## config.mk

```make
export PLATFORM = sky130hd
export DESIGN_NAME = iea_ctrl
export DESIGN_NICKNAME = d
export VERILOG_FILES = /design/src/iea_ctrl.v /design/src/iea_sync.v
export VERILOG_INCLUDE_DIRS = /design/src
export SDC_FILE = /design/constraint.sdc
export NUM_CORES = 1
export LEC_CHECK = 0
export ABC_CLOCK_PERIOD_IN_PS = 4100
export BUFFER_PORTS_ARGS = -buffer_cell sky130_fd_sc_hd__buf_4
export CORE_ASPECT_RATIO = 0.75
export CORE_MARGIN = 3
export CORE_UTILIZATION = 48
export CTS_CLUSTER_DIAMETER = 150
export DETAILED_ROUTE_END_ITERATION = 10
export PLACE_DENSITY = 0.95
export SYNTH_ARGS = -nofsm -noshare
export SYNTH_HDL_FRONTEND = slang
export SYNTH_SLANG_ARGS = --single-unit
```

## constraint.sdc

```tcl
create_clock -name clk_i -period 4.1 [get_ports clk_i]
set_clock_uncertainty 0.05 [all_clocks]
set_input_delay 0.205 -clock clk_i [delete_from_list [all_inputs] [get_ports clk_i]]
set_output_delay 0.205 -clock clk_i [all_outputs]
set_load 0.01 [all_outputs]
```

## src/iea_defines.vh

```
// register offsets, field positions, reset values and counts of the control block
`ifndef IEA_DEFINES_VH
`define IEA_DEFINES_VH

// register byte offsets on the bus
`define IEA_ADR_CTRL          8'h00
`define IEA_ADR_STAT          8'h04
`define IEA_ADR_INT_STAT      8'h08
`define IEA_ADR_INT_MASK      8'h0C

// control register fields
`define IEA_CTRL_EN_BIT       0
`define IEA_CTRL_CANCEL_BIT   1
`define IEA_CTRL_MASTER_BIT   2

// status register fields
`define IEA_STAT_EN_BIT       0
`define IEA_STAT_ACTIVE_BIT   1
`define IEA_STAT_CANCEL_BIT   2
`define IEA_STAT_FLUSH_BIT    3

// interrupt status and mask fields
`define IEA_INT_ABANDON_BIT   0
`define IEA_INT_OFF_BIT       1
`define IEA_INT_WIDTH         2

// reset values
`define IEA_CTRL_RST          1'b0
`define IEA_INT_RST           2'h0
`define IEA_MASK_RST          2'h0

// core clock edges between an enable write and its effect
`define IEA_EN_EDGES          2
// clock type: 1 core clock asynchronous, 0 synchronous
`define IEA_CLK_TYPE_ASYNC    1

`endif

```

## src/iea_ctrl.v

```verilog
// enable and transfer cancel control of the i2c controller, wishbone slave
`timescale 1ns/100ps
`include "iea_defines.vh"
module iea_ctrl #(
	parameter clock_type_param = `IEA_CLK_TYPE_ASYNC,
	parameter ADR_W            = 8
) (
	input  wire             clk_i,
	input  wire             rst_i,
	input  wire             ce_i,
	input  wire             wb_cyc_i,
	input  wire             wb_stb_i,
	input  wire             wb_we_i,
	input  wire [ADR_W-1:0] wb_adr_i,
	input  wire [3:0]       wb_sel_i,
	input  wire [31:0]      wb_dat_i,
	output wire [31:0]      wb_dat_o,
	output wire             wb_ack_o,
	output wire             irq_o,
	input  wire             i2c_core_clock_i,
	input  wire             core_idle_i,
	input  wire             core_rx_i,
	input  wire             core_finish_ack_i,
	output wire             en_o,
	output wire             finish_req_o,
	output wire             stop_req_o,
	output wire             nack_last_o,
	output wire             tx_flush_o,
	output wire             rx_flush_o
);

	localparam [1:0] ST_OFF    = 2'b00;
	localparam [1:0] ST_RUN    = 2'b01;
	localparam [1:0] ST_CANCEL = 2'b10;
	localparam [1:0] ST_DRAIN  = 2'b11;

	localparam IW = `IEA_INT_WIDTH;

	// synchronised core side levels
	wire       core_clk_s;
	wire       core_idle_s;
	wire       core_rx_s;
	wire       finish_ack_s;

	iea_sync #(
		.WIDTH (4)
	) u_sync (
		.clk_i (clk_i),
		.rst_i (rst_i),
		.ce_i  (ce_i),
		.d_i   ({i2c_core_clock_i, core_idle_i, core_rx_i,
			core_finish_ack_i}),
		.q_o   ({core_clk_s, core_idle_s, core_rx_s, finish_ack_s})
	);

	reg                      core_clk_prev_reg;
	wire                     core_edge;
	reg [`IEA_EN_EDGES-1:0]  en_pipe_reg;
	reg                      en_eff_reg;
	reg                      en_reg;
	reg                      cancel_reg;
	reg                      master_reg;
	reg [1:0]                state_reg;
	reg [1:0]                state_next;
	reg                      finish_reg;
	reg                      finish_next;
	reg                      stop_reg;
	reg                      stop_next;
	reg                      nack_reg;
	reg                      nack_next;
	reg                      tx_flush_reg;
	reg                      tx_flush_next;
	reg                      rx_flush_reg;
	reg                      rx_flush_next;
	reg                      cancel_done;
	reg                      off_done;
	reg [IW-1:0]             int_reg;
	reg [IW-1:0]             int_next;
	reg [IW-1:0]             mask_reg;
	reg                      irq_reg;
	reg                      ack_reg;
	reg [31:0]               dat_reg;
	reg [31:0]               rd_data;
	reg [IW-1:0]             int_clr;
	wire                     req;
	wire                     wr_fire;
	wire                     rd_fire;
	wire                     cancel_accept;
	wire                     int_hold;

	assign core_edge = core_clk_s & ~core_clk_prev_reg;

	// bus handshake: ack one cycle after the request, write and clear at ack
	assign req     = wb_cyc_i & wb_stb_i;
	assign wr_fire = req & ack_reg & wb_we_i & wb_sel_i[0];
	assign rd_fire = req & ack_reg & ~wb_we_i;

	// uses the enable and mode bits as they stood before this write
	assign cancel_accept = wr_fire & (wb_adr_i == `IEA_ADR_CTRL) &
		wb_dat_i[`IEA_CTRL_CANCEL_BIT] & en_reg & master_reg;

	// status stays readable until the core has gone idle after a disable
	assign int_hold = (state_reg == ST_DRAIN) |
		(~en_reg & (state_reg != ST_OFF));

	always @* begin
		rd_data = 32'h0000_0000;
		case (wb_adr_i)
		`IEA_ADR_CTRL: begin
			rd_data[`IEA_CTRL_EN_BIT]     = en_reg;
			rd_data[`IEA_CTRL_CANCEL_BIT] = cancel_reg;
			rd_data[`IEA_CTRL_MASTER_BIT] = master_reg;
		end
		`IEA_ADR_STAT: begin
			rd_data[`IEA_STAT_EN_BIT]     = en_eff_reg;
			rd_data[`IEA_STAT_ACTIVE_BIT] = ~core_idle_s;
			rd_data[`IEA_STAT_CANCEL_BIT] = (state_reg == ST_CANCEL);
			rd_data[`IEA_STAT_FLUSH_BIT]  = tx_flush_reg;
		end
		`IEA_ADR_INT_STAT: begin
			rd_data[IW-1:0] = int_reg;
		end
		`IEA_ADR_INT_MASK: begin
			rd_data[IW-1:0] = mask_reg;
		end
		default: begin
			rd_data = 32'h0000_0000;
		end
		endcase
	end

	// shut-down sequencing
	always @* begin
		state_next  = state_reg;
		nack_next   = nack_reg;
		cancel_done = 1'b0;
		off_done    = 1'b0;
		case (state_reg)
		ST_OFF: begin
			if (en_eff_reg) begin
				state_next = ST_RUN;
			end
		end
		ST_RUN: begin
			if (!en_eff_reg) begin
				if (core_idle_s) begin
					state_next = ST_OFF;
					off_done   = 1'b1;
				end else if (!finish_ack_s) begin
					state_next = ST_DRAIN;
					nack_next  = core_rx_s;
				end
			end else if (cancel_reg && !finish_ack_s) begin
				state_next = ST_CANCEL;
			end
		end
		ST_CANCEL: begin
			if (finish_ack_s) begin
				cancel_done = 1'b1;
				if (en_eff_reg) begin
					state_next = ST_RUN;
				end else begin
					state_next = ST_OFF;
					off_done   = 1'b1;
				end
			end
		end
		ST_DRAIN: begin
			if (finish_ack_s) begin
				state_next = ST_OFF;
				off_done   = 1'b1;
				nack_next  = 1'b0;
			end
		end
		default: begin
			state_next = ST_OFF;
		end
		endcase
		finish_next   = (state_next == ST_CANCEL) |
			(state_next == ST_DRAIN);
		stop_next     = finish_next;
		tx_flush_next = (state_next == ST_OFF) | cancel_done;
		rx_flush_next = (state_next == ST_OFF);
	end

	// read clear acts only on bits that the reader actually saw
	always @* begin
		int_clr = {IW{1'b0}};
		if (rd_fire && (wb_adr_i == `IEA_ADR_INT_STAT) && !int_hold) begin
			int_clr = dat_reg[IW-1:0];
		end
		int_next = int_reg & ~int_clr;
		int_next[`IEA_INT_ABANDON_BIT] = int_next[`IEA_INT_ABANDON_BIT] |
			cancel_done;
		int_next[`IEA_INT_OFF_BIT] = int_next[`IEA_INT_OFF_BIT] |
			off_done;
	end

	// enable crossing onto core clock edges
	always @(posedge clk_i) begin
		if (rst_i) begin
			core_clk_prev_reg <= 1'b0;
			en_pipe_reg       <= {`IEA_EN_EDGES{1'b0}};
			en_eff_reg        <= 1'b0;
		end else if (ce_i) begin
			core_clk_prev_reg <= core_clk_s;
			if (clock_type_param == `IEA_CLK_TYPE_ASYNC) begin
				if (core_edge) begin
					en_pipe_reg <= {en_pipe_reg[`IEA_EN_EDGES-2:0],
						en_reg};
				end
				en_eff_reg <= en_pipe_reg[`IEA_EN_EDGES-1];
			end else begin
				en_eff_reg <= en_reg;
			end
		end
	end

	// software registers
	always @(posedge clk_i) begin
		if (rst_i) begin
			en_reg     <= `IEA_CTRL_RST;
			cancel_reg <= `IEA_CTRL_RST;
			master_reg <= `IEA_CTRL_RST;
			mask_reg   <= `IEA_MASK_RST;
		end else if (ce_i) begin
			if (wr_fire && (wb_adr_i == `IEA_ADR_CTRL)) begin
				en_reg     <= wb_dat_i[`IEA_CTRL_EN_BIT];
				master_reg <= wb_dat_i[`IEA_CTRL_MASTER_BIT];
			end
			if (wr_fire && (wb_adr_i == `IEA_ADR_INT_MASK)) begin
				mask_reg <= wb_dat_i[IW-1:0];
			end
			// only hardware clears the cancel bit; a new accept wins
			if (cancel_accept) begin
				cancel_reg <= 1'b1;
			end else if (cancel_done || off_done) begin
				cancel_reg <= 1'b0;
			end
		end
	end

	// sequencer and core-facing outputs
	always @(posedge clk_i) begin
		if (rst_i) begin
			state_reg    <= ST_OFF;
			finish_reg   <= 1'b0;
			stop_reg     <= 1'b0;
			nack_reg     <= 1'b0;
			tx_flush_reg <= 1'b1;
			rx_flush_reg <= 1'b1;
		end else if (ce_i) begin
			state_reg    <= state_next;
			finish_reg   <= finish_next;
			stop_reg     <= stop_next;
			nack_reg     <= nack_next;
			tx_flush_reg <= tx_flush_next;
			rx_flush_reg <= rx_flush_next;
		end
	end

	// interrupts and bus answer
	always @(posedge clk_i) begin
		if (rst_i) begin
			int_reg <= `IEA_INT_RST;
			irq_reg <= 1'b0;
			ack_reg <= 1'b0;
			dat_reg <= 32'h0000_0000;
		end else if (ce_i) begin
			int_reg <= int_next;
			irq_reg <= |(int_next & mask_reg);
			ack_reg <= req & ~ack_reg;
			if (req && !ack_reg && !wb_we_i) begin
				dat_reg <= rd_data;
			end else if (ack_reg) begin
				dat_reg <= 32'h0000_0000;
			end
		end
	end

	assign wb_dat_o     = dat_reg;
	assign wb_ack_o     = ack_reg;
	assign irq_o        = irq_reg;
	assign en_o         = en_eff_reg;
	assign finish_req_o = finish_reg;
	assign stop_req_o   = stop_reg;
	assign nack_last_o  = nack_reg;
	assign tx_flush_o   = tx_flush_reg;
	assign rx_flush_o   = rx_flush_reg;

endmodule

```

## src/iea_sync.v

```verilog
// two-stage synchroniser for levels arriving from outside the clock domain
`timescale 1ns/100ps
module iea_sync #(
	parameter WIDTH = 1
) (
	input  wire             clk_i,
	input  wire             rst_i,
	input  wire             ce_i,
	input  wire [WIDTH-1:0] d_i,
	output wire [WIDTH-1:0] q_o
);

	reg [WIDTH-1:0] meta_reg;
	reg [WIDTH-1:0] sync_reg;

	genvar i;
	generate
		for (i = 0; i < WIDTH; i = i + 1) begin : g_bit
			always @(posedge clk_i) begin
				if (rst_i) begin
					meta_reg[i] <= 1'b0;
					sync_reg[i] <= 1'b0;
				end else if (ce_i) begin
					meta_reg[i] <= d_i[i];
					sync_reg[i] <= meta_reg[i];
				end
			end
		end
	endgenerate

	assign q_o = sync_reg;

endmodule
```

# == Word-level counts from Yosys, hierarchy flattened ==
# Index checks and enable logic that the tools add are counted.
# word_totals
register_bits,59
latch_bits,0
ramBits,0
mem_bits_ro,0
input_bits,54
output_inout_bits,40
wordCells,116
n_memories,0
# op_classes
addsub,0
multipliers,0
div_mod_pow,0
magnitude_cmp,0
eq_ne,12
n_shift,0
muxes,29
bitwise,25
n_reduce_logical,26
# ops
operator,count
$mux 32,2
$eq 8x4->1 const B,2
$mux 2,8
$pmux 2 s4,2
$mux 1,14
$and 1x1->1,12
$reduce_and 2->1,5
$eq 2x2->1 const B,4
$eq 8x3->1 const B,1
$logic_not 8->1,1
$reduce_bool 2->1,4
$logic_and 1x1->1,7
$ne 2x2->1 const B,3
$reduce_and 6->1,1
$not 1->1,5
$or 1x1->1,5
$and 2x2->2,2
$logic_not 1->1,4
$logic_not 2->1,2
$pmux 1 s2,2
$pmux 1 s3,1
$eq 2x1->1 const B,1
$ne 2x1->1 const B,1
$not 2->2,1
other kinds (2),2

# == Longest topological paths before layout ==
# Gate-level depths: netlist (run 1).
# depth
ltp_word,11
mapped_depth,5
mapped_depth_nobuf,4

# == Hierarchy ==
# From an unflattened synthesis (run 1), not the netlist that was laid out.
# unflattened
cells_unflattened,198
hier_area_um2,1686.6
# by_module_without_submodules
module,n_inst,cells_each,area_per_inst_um2,seq_area_each_um2
iea_ctrl,1,172,1401.3,460.4
iea_sync,1,26,285.3,160.2

# == Worst setup path before layout (run 1) ==
# OpenSTA, ideal clock, no wires.
# synth_timing
kind,input-to-reg
from,input port wb_adr_i[1]
to,register master_reg
setup_ps,124
arrival_time_ps,1463
required_ps,3926
slack_ps,2462
path_stages,4
n_path_buf,0
cell_sequence,or4_4 -> or3_4 -> o41ai_2 -> a21oi_1
# synth_between
elab_chain_len,3
# synth_rtl
element,line,rtl
from (decl),iea_ctrl.v:14,"input wire [ADR_W-1:0] wb_adr_i,"
$logic_not 8->1,-,
$logic_and 1x1->1,iea_ctrl.v:227,if (wr_fire && (wb_adr_i == `IEA_ADR_CTRL)) begin
$reduce_and 2->1 (no source line),-,
to (signal assigned),iea_ctrl.v:224,master_reg <= `IEA_CTRL_RST;
to (signal assigned),iea_ctrl.v:229,master_reg <= wb_dat_i[`IEA_CTRL_MASTER_BIT];
to (decl),iea_ctrl.v:62,reg master_reg;
# Every way passes these cells.
# A chain may end at the register's enable or synchronous reset.

# == Final worst setup path (run 1) ==
# layout_timing
from,register state_reg[1]
to,"register nack_reg, in the netlist nack_last_o"
# layout_between
elab_chain_len,3
elab_cells_between_ends,9
cone_classes,eq/ne (6); mux (1); reduce/logical (2)
# layout_rtl
element,line,rtl
from (decl),iea_ctrl.v:63,reg [1:0] state_reg;
from (signal assigned),iea_ctrl.v:253,state_reg <= state_next;
$eq 2x1->1 or $eq 2x2->1 (tied branches),iea_ctrl.v:138,case (state_reg)
"$ne 2x2->1 (no source line), or another cell as far along",-,
$reduce_and 6->1 (no source line),-,
to (signal assigned),iea_ctrl.v:256,nack_reg <= nack_next;
to (decl),iea_ctrl.v:69,reg nack_reg;
# Parallel ways exist; a longest one is shown, timed or not.

==> results of run 1 <==
metrics by stage:
step | utilization | cell area (um^2) | std cells | setup slack, ps
after floorplan | - | 1890 | 234 | 2460
after global placement | 0.564 | 1930 | 278 | 2290
final | 0.589 | 2020 | 285 | 2390
after detailed placement | 0.564 | 1930 | 278 | 2270
after CTS | 0.589 | 2020 | 285 | 2390
after global routing | 0.589 | 2020 | 285 | 2250
cell type report:
class | instances | area, um^2
multi-input combinational | 155 | 965
clock inverter | 1 | 5.00
fill | 326 | 1410
timing repair buffer | 33 | 248
clock buffer | 6 | 82.6
inverter | 9 | 33.8
tap | 50 | 62.6
sequential | 31 | 621
worst min-delay path, delay by kind of cell:
family / cells / cell delay, ps
buf+inv: 1 / 80
mux: 1 / 50
simple gates: 1 / 70
worst paths after layout:
check,startpoint,endpoint,slack [ps],depth (start not counted)
setup / recovery,state_reg[1],nack_last_o,2390,4
hold / removal,core_finish_ack_i,u_sync.meta_reg[0],110,3
setup reg to reg,state_reg[1],nack_last_o,2390,4
hold reg to reg,wb_dat_o[3],wb_dat_o[3],410,2
cells in the final DEF (no fill, tap or decap), types with 2 or more instances in the layout:
cell type / n
a211oi_1: 3
o31a_1: 2
clkbuf_8: 6
nand2b_1: 6
nand4b_1: 3
o31ai_1: 4
mux4_2: 2
nand3_1: 3
mux2i_1: 15
o32ai_1: 2
o21ai_0: 4
nor2_1: 24
nand2_1: 13
inv_1: 9
buf_4: 33
nand3b_1: 3
a22oi_1: 3
nor3_1: 2
a21oi_1: 8
dfxtp_1: 31
nor2b_1: 3
or2_2: 2
nand4_1: 4
conb_1: 28
power groups by stage:
stage          clock network (W)  registers, W  logic [W]
4_1_cts                 0.000246      0.000312  0.0000679
2_1_floorplan                  0      0.000317  0.0000634
5_1_grt                 0.000252      0.000312  0.0000761
6_report                0.000236      0.000312  0.0000690
3_5_place_dp                   0      0.000318  0.0000676
3_3_place_gp                   0      0.000318  0.0000661
kinds of logic after synthesis:
family,count (synthesis)
mux,17
compound gates,37
simple gates,72
other cells,1
buf+inv,48
xor+xnor,1
flops,31
routing by layer:
| metal | global-route usage | share of wire | vias up |
|---|---|---|---|
| li1 | - | - | 728 |
| met1 | 0.226 | 0.42 | 714 |
| met2 | 0.274 | 0.48 | 75 |
| met3 | 0.0474 | 0.077 | 11 |
| met4 | 0.124 | 0.023 | 0 |
| met5 | 0 | 0 | - |
==> impl_metrics.ini, run 1 <==
[synthesis]
synth-adder-area-share = 0
yosysMostFrequentCell = dfxtp_1
synth_simple_gate_area_frac = 0.214
yosys.area.top_type = dfxtp_1
seq_area_frac_synth = 0.347
synth-edff-count = 0
syn_avg_cell_area_um2 = 8.65
synthTopCellsByArea = dfxtp_1 35%, buf_4 12%, mux2i_1 8.4%
yosys_warnings = 0
synth_top_family_by_area = simple AND/OR/NAND/NOR gates
synthCells = 207
synth.area.mux_share = 0.109
ys_ff_latch = 31
synthArstFlopShare = 0
syn_area_mm2 = 0.00179
synth_top_cell_area_share = 0.347
synthXorXnorAreaFrac = 0.00489
ys_top_cells_by_count = 31 x dfxtp_1, 29 x buf_4, 24 x nor2_1
synth-compound-area-share = 0.152
synth-main-ff-cell = dfxtp_1
ys_types = 48

[sta]
clock.fmax_mhz = 586
hold_viol = 0
rsz0062_at_grt = no
min_period_ps = 1710
holdWs_ps = 111
setup_violations = 0
fin_crit_sh = 0.417
slew_viol_final = 0
setup_tns_ps = 0

[critical_path]
critPathRequiredTime_ps = 4210
crit_path_end_kind = register
cp_top_family = simple AND/OR/NAND/NOR gates
cp-start-kind = register
slowest_stage = or4_1
cpPeakStageDelay_ps = 550
cp_data_arrival_time_ps = 1820
crit_type = register to register
path_cells = or4_1 -> a211oi_1 -> mux2i_1 -> nor2_1
worst-path-max-fanout = 12
critPathBufInv = 0

[drt]
via_per_inst = 5.36
finalWirelength_um = 4010
ant_nets = 0
drtIter0Drc = 137
wl_per_cell_um = 14.1
vias = 1528
remaining_drc_errors = 0
drtPass1Iterations = 4

[die]
die_w_um = 76.5
start_util = 0.523
rows = 18
io_pins = 94
die_y_um = 58.9
core-area_mm2 = 0.00342
die_area_mm2 = 0.00451

[power_and_ir_drop]
peakVddDrop_mv = 0.197
p_per_area_mw_per_mm2 = 306
share_seq_of_total_power = 0.506
power_switching_share = 0.244
switchingPower_w = 0.000150
p_int_w = 0.000466
p_total_w = 0.000616
combPwrFrac = 0.112
power_leakage_nw = 0.858
p_clk_frac = 0.382

[layout]
drive_above_1_share = 0.209
antenna_cells = 0
area_growth_pct = 12.6
layout.nets = 289

[clock_network]
path_clk_slew_ps = 60
post_cts_buffers = 0
cts_root_buffer = clkbuf_8
cts.sinks = 31
holdBufCountCts = 0
numCtsBuffers = 5
clockBufferDepth = 2
cts_tree = yes
clock_latency_ps = 280
htree_levels = 2
cts_resized = 0

[hold_path]
hp-class = input port to register

[grt]
antenna_found_initial = 0
grt-ovfl-total = 0
grt_first_pass_wirelength_um = 6220
grt_pass1_vias = 1310
grt_max_degree = 31
grt_use_total = 0.180

[outcome]
outcome = completed

[placement]
port_buffers = 33
post-dp-hpwl_um = 2890
gp_congestion = 0.827

[flow_run]
drv_cap = 0
Note: power is estimated with default switching activity, not from simulation.
==> run 2: changes to the inputs <==
- ABC_CLOCK_PERIOD_IN_PS: 4100 -> 1500
- CORE_UTILIZATION: 48 -> 41
- PLACE_DENSITY: 0.95 -> 0.89
- clock period: 4.1 -> 1.5 ns (I/O delays scaled with it)
==> run 2 against run 1 <==
Compared with the run above:
- wire length rose by 3.9%
- first-iteration DRC count decreased by 3.6%
- core utilization is 6.5 points lower
- hold slack worse by 100 ps
- flip-flop and latch count stayed put
- combinational power increased to 3.1 times the previous value
- largest power group unchanged
- non-clock buffer count is 14 higher
==> impl_metrics.ini, run 2 (synthesis gave the netlist of run 1 again) <==
[clock_network]
cts.sinks = 31
post_cts_buffers = 0
numCtsBuffers = 5
clock_latency_ps = 290
htree_levels = 2
cts_root_buffer = clkbuf_8
path_clk_slew_ps = 70
cts_tree = yes
clockBufferDepth = 2

[critical_path]
r2r_end = int_reg[0]
worst-path-max-fanout = 11
reg2reg_slack_ps = 10
cpPeakStageDelay_ps = 470
cp-start-kind = register
rr_startpoint = state_reg[1]
path_cells = buf_4 -> a2111o_1 -> o31ai_1 -> a21oi_1
cp_top_family = compound AO/OA/AOI/OAI gates
critPathBufInv = 1
cp_data_arrival_time_ps = 1610
critPathRequiredTime_ps = 1620
crit_path_end_kind = register
slowest_stage = a2111o_1
r2r_cells = 4
crit_type = register to register

[layout]
area_growth_pct = 20.8
antenna_cells = 0
layout.nets = 303
final_common_cell = buf_4
drive_above_1_share = 0.260
mostFrequentLayoutCells = 42 x buf_4, 29 x dfxtp_1, 28 x conb_1
design_area_mm2 = 0.00216
nFillCells = 396

[power_and_ir_drop]
p_int_w = 0.00125
switchingPower_w = 0.000470
peakVddDrop_mv = 0.568
power_switching_share = 0.273
p_clk_frac = 0.383
combPwrFrac = 0.125
p_per_area_mw_per_mm2 = 797
share_seq_of_total_power = 0.492
power_leakage_nw = 0.921

[die]
io_pins = 94
rows = 20
start_util = 0.434
die_area_mm2 = 0.00520
core-area_mm2 = 0.00413
die_y_um = 63.2
die_w_um = 82.3

[drt]
via_per_inst = 5.19
drtIter0Drc = 132
ant_nets = 0
vias = 1582
wl_per_cell_um = 13.7
finalWirelength_um = 4170
remaining_drc_errors = 0
drtPass1Iterations = 5

[outcome]
outcome = completed

[sta]
fin_crit_sh = 0.992
setup_violations = 0
setup_tns_ps = 0
rsz0062_at_grt = yes
min_period_ps = 1490
hold_viol = 0
clock.fmax_mhz = 672
slew_viol_final = 0

[grt]
grt_max_degree = 31
grt_pass1_vias = 1482
grt_use_total = 0.167
grt_first_pass_wirelength_um = 6620
antenna_found_initial = 0
grt-ovfl-total = 0

[flow_run]
drv_cap = 0

[hold_path]
hp-class = input port to register
holdPathEnd = mask_reg[1]
whs_path_depth = 3
hold_start = wb_dat_i[1]

[placement]
place_area_mm2 = 0.00201
port_buffers = 33
post-dp-hpwl_um = 3070
gp_congestion = 0.852
## run 2: changes by cell type in the layout (fill, tap and decap cells not counted), moves of 2 or more
cell	change
buf_4	+9
clkinvlp_4	+2
dfxtp_1	-2
dfxtp_2	+2
dlygate4sd3_1	+5
## run 2: final cells by class
| type | instances | area, um^2 | share of cell area |
|---|---|---|---|
| Tap cell | 55 | 68.8 | 0.0318 |
| Sequential cell | 31 | 623 | 0.288 |
| Inverter | 9 | 33.8 | 0.0156 |
| Timing Repair Buffer | 47 | 365 | 0.169 |
| Clock inverter | 3 | 20.0 | 0.00925 |
| Clock buffer | 5 | 68.8 | 0.0318 |
| Multi-Input combinational cell | 155 | 983 | 0.455 |
## run 2: worst max path at each step
stage | startpoint | endpoint | slack [ps] | depth (start not counted)
6_report | state_reg[1] | int_reg[0] | 10 | 4
5_1_grt | state_reg[1] | nack_last_o | -40 | 4
4_1_cts | state_reg[1] | nack_last_o | 10 | 4
3_5_place_dp | wb_adr_i[1] | master_reg | -160 | 5
3_3_place_gp | wb_adr_i[1] | master_reg | -130 | 5
2_1_floorplan | u_sync.q_o[0] | nack_last_o | -20 | 5
## run 2: per-stage QoR
| stage | instances | setup WS, ps | hold WS [ps] | util | total power [W] |
|---|---|---|---|---|---|
| finish | 305 | 12.4 | 11.0 | 0.524 | 0.00172 |
| global route | 305 | -41.1 | 6.30 | 0.524 | 0.00180 |
| CTS | 305 | 12.7 | 3.65 | 0.522 | 0.00173 |
| detailed placement | 292 | -164 | 268 | 0.486 | 0.00107 |
| global placement | 292 | -133 | 258 | 0.486 | 0.00106 |
| floorplan | 234 | -20.5 | 164 | - | 0.00104 |
## run 2: power groups by stage
stage / combinational [W] / clock (W) / sequential (W)
floorplan: 0.000174 / 0 / 0.000867
global placement: 0.000194 / 0 / 0.000866
detailed placement: 0.000200 / 0 / 0.000867
CTS: 0.000211 / 0.000671 / 0.000848
global route: 0.000238 / 0.000718 / 0.000849
finish: 0.000215 / 0.000660 / 0.000848
## run 2: what timing repair did
item | in CTS | in global routing
pin swaps | 0 | 3
hold buffers | 5 | 0
setup endpoints to repair | 1 | 5
hold endpoints to repair | 5 | 0
gates resized for setup | 2 | 4
## run 2: tightest hold or removal path, stage by stage
cell and delay (ps):
buf_4 110, nand4_1 60, a21oi_1 60
## run 2: metal layers
layer	wire length [um]	track usage
met1	1790	0.221
met2	1990	0.249
met3	359	0.0629
met4	36	0.0519
met5	0	0
